## src/tps_pkg.sv

```systemverilog
/*
 * Shared constants, types and helpers for the timer prescaler and clock
 * select block. Assumes a single 50 MHz system clock and an Avalon-MM
 * host that reaches the registers through 32-bit aligned words.
 */

package tps_pkg;

  // ==========================================================================
  // Register map
  // ==========================================================================
  localparam logic [7:0] TPS_GTC_IDX    = 8'h23;
  localparam logic [7:0] TPS_CSEL_IDX   = 8'h24;
  localparam logic [7:0] TPS_STAT_IDX   = 8'h25;
  localparam logic [9:0] TPS_GTC_ADDR   = {TPS_GTC_IDX, 2'b00};
  localparam logic [9:0] TPS_CSEL_ADDR  = {TPS_CSEL_IDX, 2'b00};
  localparam logic [9:0] TPS_STAT_ADDR  = {TPS_STAT_IDX, 2'b00};

  localparam int unsigned TPS_TSM_BIT   = 7;
  localparam int unsigned TPS_PSR_BIT   = 0;
  localparam int unsigned TPS_CS0_LSB   = 0;
  localparam int unsigned TPS_CS1_LSB   = 4;
  localparam int unsigned TPS_STAT_PIN  = 16;
  localparam logic [7:0]  TPS_GTC_RST   = 8'h00;
  localparam logic [7:0]  TPS_CSEL_RST  = 8'h00;

  // ==========================================================================
  // Clock select codes and prescaler
  // ==========================================================================
  localparam logic [2:0] TPS_CS_NONE     = 3'h0;
  localparam logic [2:0] TPS_CS_DIRECT   = 3'h1;
  localparam logic [2:0] TPS_CS_DIV8     = 3'h2;
  localparam logic [2:0] TPS_CS_DIV64    = 3'h3;
  localparam logic [2:0] TPS_CS_DIV256   = 3'h4;
  localparam logic [2:0] TPS_CS_DIV1024  = 3'h5;
  localparam logic [2:0] TPS_CS_EXT_FALL = 3'h6;
  localparam logic [2:0] TPS_CS_EXT_RISE = 3'h7;

  localparam int unsigned TPS_PRESC_W  = 10;
  localparam int unsigned TPS_LOG2_8   = 3;
  localparam int unsigned TPS_LOG2_64  = 6;
  localparam int unsigned TPS_LOG2_256 = 8;
  localparam logic [9:0]  TPS_PRESC_RST = 10'h000;

  typedef enum logic [1:0] {
    TPS_BUS_IDLE = 2'b00,
    TPS_BUS_ACK  = 2'b01
  } tps_bus_t;

  // True when the low n bits of the prescaler count are all ones.
  function automatic logic tps_low_ones(input logic [9:0] cnt,
                                        input int unsigned n);
    logic [9:0] mask;
    mask = 10'((1 << n) - 1);
    return (cnt & mask) == mask;
  endfunction

endpackage

```

## src/tps_tap_if.sv

```systemverilog
/*
 * Carries the four prescaler tap pulses from the shared divider to each
 * clock selector. Assumes one producer and any number of readers.
 */
`timescale 1ns/1ps

interface tps_tap_if;
  logic [3:0] tap;
  modport src (output tap);
  modport snk (input  tap);
endinterface // tps_tap_if

```

## src/tps_edge_sync.sv

```systemverilog
/*
 * Count pin synchroniser and edge detector for one timer. Assumes the pin
 * is asynchronous to i_clk and that i_rst_n is already synchronised.
 */
`timescale 1ns/1ps

module tps_edge_sync
  import tps_pkg::*;
(
  // Clock and reset
  input  wire logic i_clk,
  input  wire logic i_rst_n,
  // Pin and edge events
  input  wire logic i_pin,
  output logic      o_level,
  output logic      o_rise,
  output logic      o_fall
);

  logic meta_r;
  logic sync_r;
  logic prev_r;

  // ==========================================================================
  // Two-stage sampling then one history flop
  // ==========================================================================
  // The first stage stands in for the transparent-high latch; a flop keeps
  // the design free of latches with the same worst-case delay.
  always_ff @(posedge i_clk or negedge i_rst_n) begin
    if (!i_rst_n) begin
      meta_r <= 1'b0;
      sync_r <= 1'b0;
      prev_r <= 1'b0;
    end else begin
      meta_r <= i_pin;
      sync_r <= meta_r;
      prev_r <= sync_r;
    end
  end

  assign o_level = sync_r;
  assign o_rise  = sync_r & ~prev_r;
  assign o_fall  = ~sync_r & prev_r;

  chk_edge_rise: assert property (@(posedge i_clk) disable iff (!i_rst_n)
    $rose(sync_r) |-> o_rise && !o_fall)
    else $error("rising edge not reported");
  chk_edge_single: assert property (@(posedge i_clk) disable iff (!i_rst_n)
    o_rise |=> !o_rise)
    else $error("rising edge reported twice");

endmodule // tps_edge_sync

```

## src/tps_clk_select.sv

```systemverilog
/*
 * Per-timer clock source selector. Assumes tap pulses are one cycle wide
 * and edge events come from the pin synchroniser on the same clock.
 */
`timescale 1ns/1ps

module tps_clk_select
  import tps_pkg::*;
(
  // Clock and reset, used only by the checks
  input  wire logic       i_clk,
  input  wire logic       i_rst_n,
  // Selection and sources
  input  wire logic [2:0] i_clock_source_sel,
  tps_tap_if.snk          taps,
  input  wire logic       i_rise,
  input  wire logic       i_fall,
  // Selected tick
  output logic            o_tick
);

  wire sel_direct = (i_clock_source_sel == TPS_CS_DIRECT);
  wire sel_tap    = (i_clock_source_sel >= TPS_CS_DIV8) &&
                    (i_clock_source_sel <= TPS_CS_DIV1024);
  wire [1:0] tap_idx = 2'(i_clock_source_sel - TPS_CS_DIV8);
  // External events bypass the divider entirely.
  wire ext_tick = (i_clock_source_sel == TPS_CS_EXT_RISE && i_rise) ||
                  (i_clock_source_sel == TPS_CS_EXT_FALL && i_fall);

  assign o_tick = sel_direct || (sel_tap && taps.tap[tap_idx]) ||
                  ext_tick;

  chk_sel_none: assert property (@(posedge i_clk) disable iff (!i_rst_n)
    i_clock_source_sel == TPS_CS_NONE |-> !o_tick)
    else $error("tick with no source selected");
  chk_sel_div64: assert property (@(posedge i_clk) disable iff (!i_rst_n)
    i_clock_source_sel == TPS_CS_DIV64 |-> o_tick == taps.tap[1])
    else $error("select three not mapped to divide by 64");

endmodule // tps_clk_select

```

## src/tps_top.sv

```systemverilog
/*
 * Shared timer prescaler with two clock selectors, a count pin path for
 * each timer and an Avalon-MM register slave. Assumes a 50 MHz clock,
 * asynchronous count pins and a master that honours waitrequest.
 */
`timescale 1ns/1ps

module tps_top
  import tps_pkg::*;
(
  // Clock and reset
  input  wire logic        i_clk,
  input  wire logic        i_reset_n,
  // Avalon-MM slave
  input  wire logic [9:0]  i_avs_address,
  input  wire logic        i_avs_read,
  input  wire logic        i_avs_write,
  input  wire logic [31:0] i_avs_writedata,
  output logic      [31:0] o_avs_readdata,
  output logic             o_avs_waitrequest,
  // Count pins, timer ticks and prescaler reset
  input  wire logic [1:0]  i_ext_count_pin,
  output logic      [1:0]  o_timer_tick,
  output logic             o_sync_prescaler_reset
);

  // ==========================================================================
  // Reset release
  // ==========================================================================
  logic rst_meta_r;
  logic rst_n;

  always_ff @(posedge i_clk or negedge i_reset_n) begin
    if (!i_reset_n) begin
      rst_meta_r <= 1'b0;
      rst_n      <= 1'b0;
    end else begin
      rst_meta_r <= 1'b1;
      rst_n      <= rst_meta_r;
    end
  end

  // ==========================================================================
  // Register state
  // ==========================================================================
  tps_bus_t    bus_r;
  tps_bus_t    bus_nxt;
  logic        sync_hold_mode_r;
  logic        sync_prescaler_reset_r;
  logic        sync_prescaler_reset_nxt;
  logic [2:0]  cs0_r;
  logic [2:0]  cs1_r;
  logic [9:0]  presc_r;
  logic [9:0]  presc_nxt;
  logic [31:0] rdata_nxt;
  logic [1:0]  tick_w;
  logic [1:0]  level_w;
  logic [1:0]  rise_w;
  logic [1:0]  fall_w;

  tps_tap_if tap_bus ();

  // ==========================================================================
  // Bus decode
  // ==========================================================================
  // Every access costs one wait cycle: waitrequest drops for exactly one
  // cycle, and that is the edge where writes land and read data is valid.
  wire bus_req    = i_avs_read || i_avs_write;
  wire bus_accept = (bus_r == TPS_BUS_ACK);
  wire hit_gtc    = (i_avs_address == TPS_GTC_ADDR);
  wire hit_csel   = (i_avs_address == TPS_CSEL_ADDR);
  wire hit_stat   = (i_avs_address == TPS_STAT_ADDR);
  wire wr_gtc     = bus_accept && i_avs_write && hit_gtc;
  wire wr_csel    = bus_accept && i_avs_write && hit_csel;

  wire [7:0] gtc_view = {sync_hold_mode_r, 6'h00,
                         sync_prescaler_reset_r};
  wire [31:0] csel_view = 32'({1'b0, cs1_r, 1'b0, cs0_r});
  // Status packs the prescaler count in the low ten bits and the two
  // synchronised pin levels at bits 17:16; everything between reads zero.
  wire [31:0] stat_view = 32'({level_w, 6'h00, presc_r});

  assign rdata_nxt = hit_gtc  ? {24'h000000, gtc_view} :
                     hit_csel ? csel_view :
                     hit_stat ? stat_view : 32'h00000000;

  assign bus_nxt = (bus_r == TPS_BUS_IDLE && bus_req) ? TPS_BUS_ACK
                                                      : TPS_BUS_IDLE;

  always_ff @(posedge i_clk or negedge rst_n) begin
    if (!rst_n) begin
      bus_r             <= TPS_BUS_IDLE;
      o_avs_waitrequest <= 1'b1;
      o_avs_readdata    <= 32'h00000000;
    end else begin
      bus_r             <= bus_nxt;
      o_avs_waitrequest <= (bus_nxt != TPS_BUS_ACK);
      if (bus_nxt == TPS_BUS_ACK) begin
        o_avs_readdata <= i_avs_read ? rdata_nxt : 32'h00000000;
      end
    end
  end

  // ==========================================================================
  // General timer control
  // ==========================================================================
  // A write loads the reset bit as written; otherwise the bit drops unless
  // sync-hold keeps it. Writing sync-hold low with the reset bit low
  // therefore frees both timers on the same edge.
  assign sync_prescaler_reset_nxt =
      wr_gtc ? i_avs_writedata[TPS_PSR_BIT] :
      (sync_hold_mode_r && sync_prescaler_reset_r);

  always_ff @(posedge i_clk or negedge rst_n) begin
    if (!rst_n) begin
      sync_hold_mode_r       <= TPS_GTC_RST[TPS_TSM_BIT];
      sync_prescaler_reset_r <= TPS_GTC_RST[TPS_PSR_BIT];
    end else begin
      if (wr_gtc) begin
        sync_hold_mode_r <= i_avs_writedata[TPS_TSM_BIT];
      end
      sync_prescaler_reset_r <= sync_prescaler_reset_nxt;
    end
  end

  // Each timer keeps its own select field; neither touches the divider.
  always_ff @(posedge i_clk or negedge rst_n) begin
    if (!rst_n) begin
      cs0_r <= TPS_CSEL_RST[TPS_CS0_LSB +: 3];
      cs1_r <= TPS_CSEL_RST[TPS_CS1_LSB +: 3];
    end else if (wr_csel) begin
      cs0_r <= i_avs_writedata[TPS_CS0_LSB +: 3];
      cs1_r <= i_avs_writedata[TPS_CS1_LSB +: 3];
    end
  end

  // ==========================================================================
  // Shared prescaler
  // ==========================================================================
  // Free running; only the reset bit restarts it, so a timer enabled
  // mid-period sees its first tap after 1 to N+1 cycles.
  assign presc_nxt = sync_prescaler_reset_r ? TPS_PRESC_RST
                                            : presc_r + 10'h001;

  always_ff @(posedge i_clk or negedge rst_n) begin
    if (!rst_n) begin
      presc_r <= TPS_PRESC_RST;
    end else begin
      presc_r <= presc_nxt;
    end
  end

  // Taps are silent while the reset bit is held, which halts prescaled
  // timers during a synchronised setup.
  assign tap_bus.tap[0] = !sync_prescaler_reset_r &&
                          tps_low_ones(presc_r, TPS_LOG2_8);
  assign tap_bus.tap[1] = !sync_prescaler_reset_r &&
                          tps_low_ones(presc_r, TPS_LOG2_64);
  assign tap_bus.tap[2] = !sync_prescaler_reset_r &&
                          tps_low_ones(presc_r, TPS_LOG2_256);
  assign tap_bus.tap[3] = !sync_prescaler_reset_r &&
                          tps_low_ones(presc_r, TPS_PRESC_W);

  // ==========================================================================
  // Per-timer clock paths
  // ==========================================================================
  tps_edge_sync u_edge0 (
    .i_clk   (i_clk),
    .i_rst_n (rst_n),
    .i_pin   (i_ext_count_pin[0]),
    .o_level (level_w[0]),
    .o_rise  (rise_w[0]),
    .o_fall  (fall_w[0])
  );

  tps_edge_sync u_edge1 (
    .i_clk   (i_clk),
    .i_rst_n (rst_n),
    .i_pin   (i_ext_count_pin[1]),
    .o_level (level_w[1]),
    .o_rise  (rise_w[1]),
    .o_fall  (fall_w[1])
  );

  tps_clk_select u_sel0 (
    .i_clk              (i_clk),
    .i_rst_n            (rst_n),
    .i_clock_source_sel (cs0_r),
    .taps               (tap_bus.snk),
    .i_rise             (rise_w[0]),
    .i_fall             (fall_w[0]),
    .o_tick             (tick_w[0])
  );

  tps_clk_select u_sel1 (
    .i_clk              (i_clk),
    .i_rst_n            (rst_n),
    .i_clock_source_sel (cs1_r),
    .taps               (tap_bus.snk),
    .i_rise             (rise_w[1]),
    .i_fall             (fall_w[1]),
    .o_tick             (tick_w[1])
  );

  // The output flop adds the last cycle of the pin-to-tick delay.
  always_ff @(posedge i_clk or negedge rst_n) begin
    if (!rst_n) begin
      o_timer_tick           <= 2'b00;
      o_sync_prescaler_reset <= 1'b0;
    end else begin
      o_timer_tick           <= tick_w;
      o_sync_prescaler_reset <= sync_prescaler_reset_nxt;
    end
  end

  // ==========================================================================
  // Checks
  // ==========================================================================
  chk_direct_every_cycle: assert property (@(posedge i_clk)
    disable iff (!rst_n)
    cs0_r == TPS_CS_DIRECT |=> o_timer_tick[0])
    else $error("direct select missed a cycle");

  chk_tap8_period: assert property (@(posedge i_clk) disable iff (!rst_n)
    tap_bus.tap[0] ##1 (!sync_prescaler_reset_r)[*7]
      |=> tap_bus.tap[0] || sync_prescaler_reset_r)
    else $error("divide by 8 tap period wrong");

  // The divider holds its reset value for one more edge as reset lifts, so
  // the sampled reset copy gates the antecedent.
  chk_free_run: assert property (@(posedge i_clk) disable iff (!rst_n)
    rst_n && !sync_prescaler_reset_r
      |=> presc_r == $past(presc_r) + 10'h001)
    else $error("prescaler did not advance");

  chk_reset_restart: assert property (@(posedge i_clk) disable iff (!rst_n)
    sync_prescaler_reset_r |=> presc_r == TPS_PRESC_RST)
    else $error("prescaler reset did not restart divider");

  chk_reset_self_clear: assert property (@(posedge i_clk)
    disable iff (!rst_n)
    sync_prescaler_reset_r && !sync_hold_mode_r && !wr_gtc
      |=> !sync_prescaler_reset_r)
    else $error("prescaler reset bit did not self clear");

  chk_hold_keeps_reset: assert property (@(posedge i_clk)
    disable iff (!rst_n)
    sync_prescaler_reset_r && sync_hold_mode_r && !wr_gtc
      |=> sync_prescaler_reset_r)
    else $error("sync hold lost the prescaler reset");

  chk_hold_release: assert property (@(posedge i_clk) disable iff (!rst_n)
    wr_gtc && !i_avs_writedata[TPS_TSM_BIT] && !i_avs_writedata[TPS_PSR_BIT]
      |=> !sync_prescaler_reset_r && !sync_hold_mode_r)
    else $error("clearing sync hold left reset asserted");

  chk_resv_zero: assert property (@(posedge i_clk) disable iff (!rst_n)
    bus_accept && i_avs_read && hit_gtc
      |-> o_avs_readdata[6:1] == 6'h00)
    else $error("reserved control bits read nonzero");

  chk_ext_delay: assert property (@(posedge i_clk) disable iff (!rst_n)
    cs0_r == TPS_CS_EXT_RISE && $stable(cs0_r) && rise_w[0]
      |=> o_timer_tick[0])
    else $error("external edge tick late");

  // ==========================================================================
  // Bus, reset output and tap structure checks
  // ==========================================================================
  // The reset output is a second flop loaded from the same next value, so
  // it must never drift from the register bit that software reads.
  chk_psr_out_align: assert property (@(posedge i_clk) disable iff (!rst_n)
    o_sync_prescaler_reset == sync_prescaler_reset_r)
    else $error("prescaler reset output out of step");

  chk_taps_silent: assert property (@(posedge i_clk) disable iff (!rst_n)
    sync_prescaler_reset_r |-> tap_bus.tap == 4'h0)
    else $error("tap pulsed while prescaler held");

  // A slower tap can only fire on a cycle where every faster tap fires.
  chk_tap_nesting: assert property (@(posedge i_clk) disable iff (!rst_n)
    tap_bus.tap[3] |-> tap_bus.tap[2] && tap_bus.tap[1] && tap_bus.tap[0])
    else $error("divide by 1024 tap out of phase");

  chk_wait_single: assert property (@(posedge i_clk) disable iff (!rst_n)
    !o_avs_waitrequest |=> o_avs_waitrequest)
    else $error("waitrequest low for more than one cycle");


  cov_direct: cover property (@(posedge i_clk) disable iff (!rst_n)
    cs0_r == TPS_CS_DIRECT && o_timer_tick[0]);
  cov_hold: cover property (@(posedge i_clk) disable iff (!rst_n)
    sync_hold_mode_r && sync_prescaler_reset_r ##1 !sync_prescaler_reset_r);
  cov_ext_fall: cover property (@(posedge i_clk) disable iff (!rst_n)
    cs1_r == TPS_CS_EXT_FALL && o_timer_tick[1]);
  cov_ext_rise: cover property (@(posedge i_clk) disable iff (!rst_n)
    cs0_r == TPS_CS_EXT_RISE && o_timer_tick[0]);
  cov_tap1024: cover property (@(posedge i_clk) disable iff (!rst_n)
    tap_bus.tap[3]);

endmodule // tps_top

```

## config.mk

```make
export PLATFORM = sky130hd
export DESIGN_NAME = tps_top
export DESIGN_NICKNAME = d
export VERILOG_FILES = /design/src/tps_pkg.sv /design/src/tps_tap_if.sv /design/src/tps_edge_sync.sv /design/src/tps_clk_select.sv /design/src/tps_top.sv
export SDC_FILE = /design/constraint.sdc
export NUM_CORES = 1
export LEC_CHECK = 0
export BUFFER_PORTS_ARGS = -buffer_cell sky130_fd_sc_hd__buf_4
export CAP_MARGIN = 20
export CORE_MARGIN = 8
export CORE_UTILIZATION = 40
export CTS_BUF_LIST = sky130_fd_sc_hd__clkbuf_4 sky130_fd_sc_hd__clkbuf_8 sky130_fd_sc_hd__clkbuf_16
export DETAILED_ROUTE_END_ITERATION = 12
export PLACE_DENSITY = 0.72
export SLEW_MARGIN = 40
export SYNTH_ARGS = -nofsm -noshare
export SYNTH_HDL_FRONTEND = slang
export SYNTH_SLANG_ARGS = --single-unit
```

## constraint.sdc

```tcl
create_clock -name i_clk -period 1.2 [get_ports i_clk]
set_input_delay 0.24 -clock i_clk [delete_from_list [all_inputs] [get_ports i_clk]]
set_output_delay 0.24 -clock i_clk [all_outputs]
set_load 0.03 [all_outputs]
```

Word level (Yosys, flattened, before mapping). Index checks and enable logic that the tools add are counted. Widths: inputs -> output; s select.

Register bits: 62. Input port bits: 48. Output and inout port bits: 36. Word-level logic and storage cells: 87.

Add/sub/neg operators: 3. Order comparisons: 6. Eq/ne operators: 16. Muxes and demuxes: 11. Bitwise gates (word level): 8. Reduce and logical (&&, ||, !) cells: 26.

Operator list (number): $mux 18 (4); $eq 10x8->1 const B (3); $logic_and 1x1->1 (17); $eq 3x3->1 const B (5); $add 10x1->10 const B (1); $eq 10x10->1 const B (1); $mux 10 (1); $eq 8x8->1 const B (1); $logic_or 1x1->1 (7); $eq 3x1->1 const B (2); $eq 6x6->1 const B (1); $ge 3x2->1 const B (2); $le 3x3->1 const B (2); $lt 2x3->1 const B (2); $and 1x1->1 (4); $bmux 1 s2 (2); $mux 1 (4); $not 1->1 (4); $sub 2x2->2 const B (2); $eq 1x1->1 const B (2); $logic_not 2->1 (1); $logic_not 1->1 (1); $ne 1x1->1 const B (1).

Longest topological paths before layout.
Word-level depth: 7. Depth in mapped cells: 6. Gate-level depth less buffers: 6.

By module. From an unflattened synthesis, not the netlist that was laid out.

Cells, all modules: 185. Area, all modules: 2069.5 µm².

Modules (own cells, without submodules): tps_top (times used 1, cells an instance 165, area an instance 1769.2 µm², seq. area each 902.1 µm²); tps_edge_sync (times used 2, cells an instance 5, area an instance 90.1 µm², seq. area each 75.1 µm²); tps_clk_select (times used 2, cells an instance 5, area an instance 60.1 µm², seq. area each 0.0 µm²).

Worst setup path after synthesis. OpenSTA, ideal clock, no wires.

Path kind: in2reg. Start point: input i_avs_address[1]. End point: register cs0_r[0]. Data arrival time: 1551 ps. Setup slack: -476 ps. Cell stages on the path: 3. Cells stage by stage: or4b_4 > nor4_4 > mux2_2.

Longest elaborated chain between the ends: 2.

RTL lines: from (decl) (RTL line tps_top.sv:15) `input wire logic [9:0] i_avs_address,`; $eq 10x8->1 (RTL line tps_top.sv:71) `wire hit_csel = (i_avs_address == TPS_CSEL_ADDR);`; $logic_and 1x1->1 (RTL line tps_top.sv:74) `wire wr_csel = bus_accept && i_avs_write && hit_csel;`; to (signal assigned) (RTL line tps_top.sv:129) `cs0_r <= TPS_CSEL_RST[TPS_CS0_LSB +: 3];`; to (signal assigned) (RTL line tps_top.sv:132) `cs0_r <= i_avs_writedata[TPS_CS0_LSB +: 3];`; to (decl) (RTL line tps_top.sv:51) `logic [2:0] cs0_r;`.

No other way between the ends. A chain may end at the register's enable or synchronous reset.

Final worst setup path.
Start point: input i_avs_address[1]. End point: register cs1_r[1].

Longest elaborated chain between the ends: 2.

RTL lines: $eq 10x8->1 (RTL line tps_top.sv:71); $logic_and 1x1->1 (RTL line tps_top.sv:74); to (signal assigned) (RTL line tps_top.sv:130) `cs1_r <= TPS_CSEL_RST[TPS_CS1_LSB +: 3];`; to (signal assigned) (RTL line tps_top.sv:133) `cs1_r <= i_avs_writedata[TPS_CS1_LSB +: 3];`; to (decl) (RTL line tps_top.sv:52) `logic [2:0] cs1_r;`.

No other way between the ends.

==> impl_metrics.py <==
metrics = {
    "floorplan": {
        "effective_utilization_at_floorplan": 0.4151,
        "floorplan.die_area_mm2": 0.007398,
        "std_cell_rows": 25,
        "die_h_um": 86.01,
        "core-area_mm2": 0.004723,
        "ioPinCount": 84,
        "die_w_um": 86.01,
    },
    "grt": {
        "track_usage": 0.1256,
        "grt_antenna_before_repair": 0,
        "overflow": 0,
        "largest_net_degree_at_the_start_of_global_routing": 28,
        "first_global_vias": 1553,
        "grt_first_pass_wirelength_mm": 7.327,
    },
    "placement": {
        "detailedPlacementHpwl_mm": 3.354,
        "gp_congestion": 0.8113,
        "placedCellCount": 301,
        "buffer_ports.inserted": 38,
        "placement.cell_area_mm2": 0.002469,
        "dp_slack_ps": -592.6,
    },
    "timing": {
        "max-slew-margin-rel": 0.5888,
        "setup_ws_ps": -245.8,
        "worst_slew_pin_slew_ps": 608.3,
        "max_freq_mhz": 691.7,
        "final_min_period_over_clock_period": 1.205,
        "fin_setup_tns_ps": -3246,
        "setup_repair_after_global_routing_missed_its_margin": "yes",
        "setup-violations-final": 24,
        "timing_max_transition_violations_final": 0,
        "hold_fails_final_rpt": 0,
        "finalWorstPathRequiredPeriod_ps": 1446,
        "fin_skew_ps": 6.901,
        "hold_ws_ps": 50.73,
    },
    "worst_setup_path": {
        "crit_slowest_cell": "sky130_fd_sc_hd__or4b_4",
        "setup.reg_to_reg.worst_slack_ps": -210,
        "worstReg2RegEnd": "cs1_r[1]",
        "timing.critical_path.from_type": "primary input",
        "crit_end": "cs1_r[1]",
        "timing.setup.critical_path_class": "in -> reg",
        "worst_setup_path_startpoint": "i_avs_address[1]",
        "depth_of_the_worst_register_to_register_path": 4,
        "arrival_ps": 1620,
        "cp_max_fo": 6,
        "required_worst_endpoint_ps": 1370,
        "crit_path_cell_trace": "buf_6, or4b_4, nor4_4, buf_6, mux2_4",
        "critPathMostFrequentCell": "sky130_fd_sc_hd__buf_6",
        "slowest_delay_ps": 560,
        "worstReg2RegStart": "bus_r[0]",
        "crit_path_end_kind": "register",
    },
    "cts": {
        "cts-root-buf": "sky130_fd_sc_hd__clkbuf_8",
        "ctsLongestPathBuffers": 2,
        "cts_tree": "built",
        "cts.reportedPaths.clkPinSlew_ps": 80,
        "clock-sinks": 42,
        "h-tree-depth": 2,
        "cts_buffers": 5,
        "clock_latency_ps": 290,
    },
    "routing": {
        "routed-via-count": 1475,
        "firstDrtPassIters": 4,
        "via_per_inst": 4.697,
        "drt_wl_total_mm": 4.491,
        "drc": 0,
        "detail-route-antenna-nets": 0,
        "drt_iter0_drc": 36,
        "wl_per_cell_um": 14.30,
    },
    "final_layout": {
        "area_delta_synth_final_pct": 45.18,
        "fin_cells": 314,
        "post_route_cells_drive_above_1_share": 0.4656,
        "layout.cell_area.non_filler_mm2": 0.002846,
        "num-nets-final": 296,
        "diode_count": 0,
        "fin_util": 0.6026,
    },
    "synthesis": {
        "syn_area_mm2": 0.001961,
        "synth_top_cells_by_area": "sky130_fd_sc_hd__dfrtp_1 (52%), sky130_fd_sc_hd__buf_4 (8.0%), sky130_fd_sc_hd__mux2_2 (4.0%)",
        "synthDominantAreaCellType": "sky130_fd_sc_hd__dfrtp_1",
        "synth_top_area_frac": 0.5233,
        "post_synth.cell_area_avg_um2": 11.33,
        "yosys_register_bits": 42,
        "async_flop_share": 1.000,
        "post_synth_num_cell_types": 40,
        "synth-seq-area-share": 0.5367,
        "synth-main-ff-cell": "sky130_fd_sc_hd__dfrtp_1",
        "synth-warning-count": 0,
        "postSynthCellCount": 173,
        "synth_enable_flop_cells": 0,
        "most_frequent_cells_after_synthesis": "sky130_fd_sc_hd__dfrtp_1 (41), sky130_fd_sc_hd__buf_4 (21), sky130_fd_sc_hd__nand2_1 (14), sky130_fd_sc_hd__nor2_1 (9), sky130_fd_sc_hd__o21ai_0 (9)",
        "yosys.cell_count.top_type": "sky130_fd_sc_hd__dfrtp_1",
    },
    "power_and_ir_drop": {
        "power.total_mw": 3.718,
        "power.ir.vdd_worst_mv": 0.8339,
        "power_density_mw_per_mm2": 1306,
        "static-leakage-power_nw": 1.380,
    },
    "status": {
        "run_status": "finished with violations",
        "failing_checks": "negative setup slack",
    },
    "flow_run": {
        "maxCapViolations": 0,
    },
    "worst_hold_path": {
        "min-delay-path-class": "in -> reg",
    },
}
-- sequential cells by signal (all words and copies together), names as in the netlist --
signal	count
cs1_r	3
sync_hold_mode_r	1
o_sync_prescaler_reset	1
o_timer_tick	2
u_edge0.o_level	1
rst_n	1
o_avs_waitrequest	1
bus_r	1
cs0_r	3
o_avs_readdata	12
presc_r	10
u_edge1.prev_r	1
u_edge0.meta_r	1
u_edge1.o_level	1
u_edge0.prev_r	1
rst_meta_r	1
u_edge1.meta_r	1
-- timing repair --
item	in CTS	in global routing
buffers inserted	3	3
endpoints found under the hold margin	2	0
endpoints found under the setup margin	28	29
hold buffers	1	0
pin swaps	8	14
gates resized for setup	39	13
-- worst max-delay path, delay by kind of cell --
| kind | cells | cell delay (ps) |
|---|---|---|
| AND/OR/NAND/NOR | 2 | 800 |
| buffers and inverters | 2 | 270 |
| multiplexers | 1 | 310 |
-- power by group --
part           leakage (nW)  internal, mW  total [mW]  switching (mW)
Combinational         0.759         0.340       0.717           0.377
Clock                0.0714         0.887        1.36           0.473
Sequential            0.550          1.53        1.64           0.106
Total                  1.38          2.76        3.72           0.957
-- cell usage in the layout (no fill, tap or decap), types with 3 or more instances in the layout --
cell                       count
sky130_fd_sc_hd__conb_1       21
sky130_fd_sc_hd__buf_6        11
sky130_fd_sc_hd__nor2_1        8
sky130_fd_sc_hd__nand4_1       3
sky130_fd_sc_hd__dfrtp_2       3
sky130_fd_sc_hd__o21ai_2       5
sky130_fd_sc_hd__buf_4        59
sky130_fd_sc_hd__mux2_4        6
sky130_fd_sc_hd__inv_1         3
sky130_fd_sc_hd__dfrtp_1      38
sky130_fd_sc_hd__clkbuf_8      6
sky130_fd_sc_hd__nand2_1      13
sky130_fd_sc_hd__xor2_1        5
sky130_fd_sc_hd__mux2i_1       7
sky130_fd_sc_hd__o21ai_0       3
sky130_fd_sc_hd__a22o_1        6
sky130_fd_sc_hd__nor2b_1       3
-- area by class of cell --
type	count	area [µm²]
Fill cell	410	1877
Tap cell	67	83.83
Clock buffer	6	82.58
Sequential cell	42	1056
Timing Repair Buffer	71	576.8
Multi-Input combinational cell	123	975.9
Clock inverter	2	60.06
Inverter	3	11.26
-- layer usage --
| metal | track usage | share of wire |
|---|---|---|
| met5 | 0 | 0 |
| met4 | 0.04777 | 0.0098 |
| met3 | 0.03629 | 0.051 |
| met2 | 0.2127 | 0.51 |
| met1 | 0.1456 | 0.43 |
-- cell families after synthesis --
| logic type | after synthesis | share of synthesized area |
|---|---|---|
| AND/OR/NAND/NOR | 53 | 0.1563 |
| flip-flops | 42 | 0.5367 |
| AO/OA/AOI/OAI | 27 | 0.09573 |
| multiplexers | 14 | 0.07594 |
| XOR/XNOR | 6 | 0.02680 |
| other | 2 | 0.003830 |
| buffers and inverters | 27 | 0.09189 |
| adder cells (fa/ha/maj) | 2 | 0.01276 |
-- worst min-delay path by stage --
stage / start / to / slack (ps) / cells past startpoint
final: i_ext_count_pin[1] / u_edge1.meta_r / 50 / 1
after global routing: i_ext_count_pin[1] / u_edge1.meta_r / 30 / 1
after CTS: i_ext_count_pin[1] / u_edge1.meta_r / 40 / 1
after detailed placement: i_reset_n / rst_meta_r / 20 / 1
after global placement: i_reset_n / rst_meta_r / 20 / 1
after floorplan: i_reset_n / rst_meta_r / -60 / 0
Power figures use the tool's default switching activity.
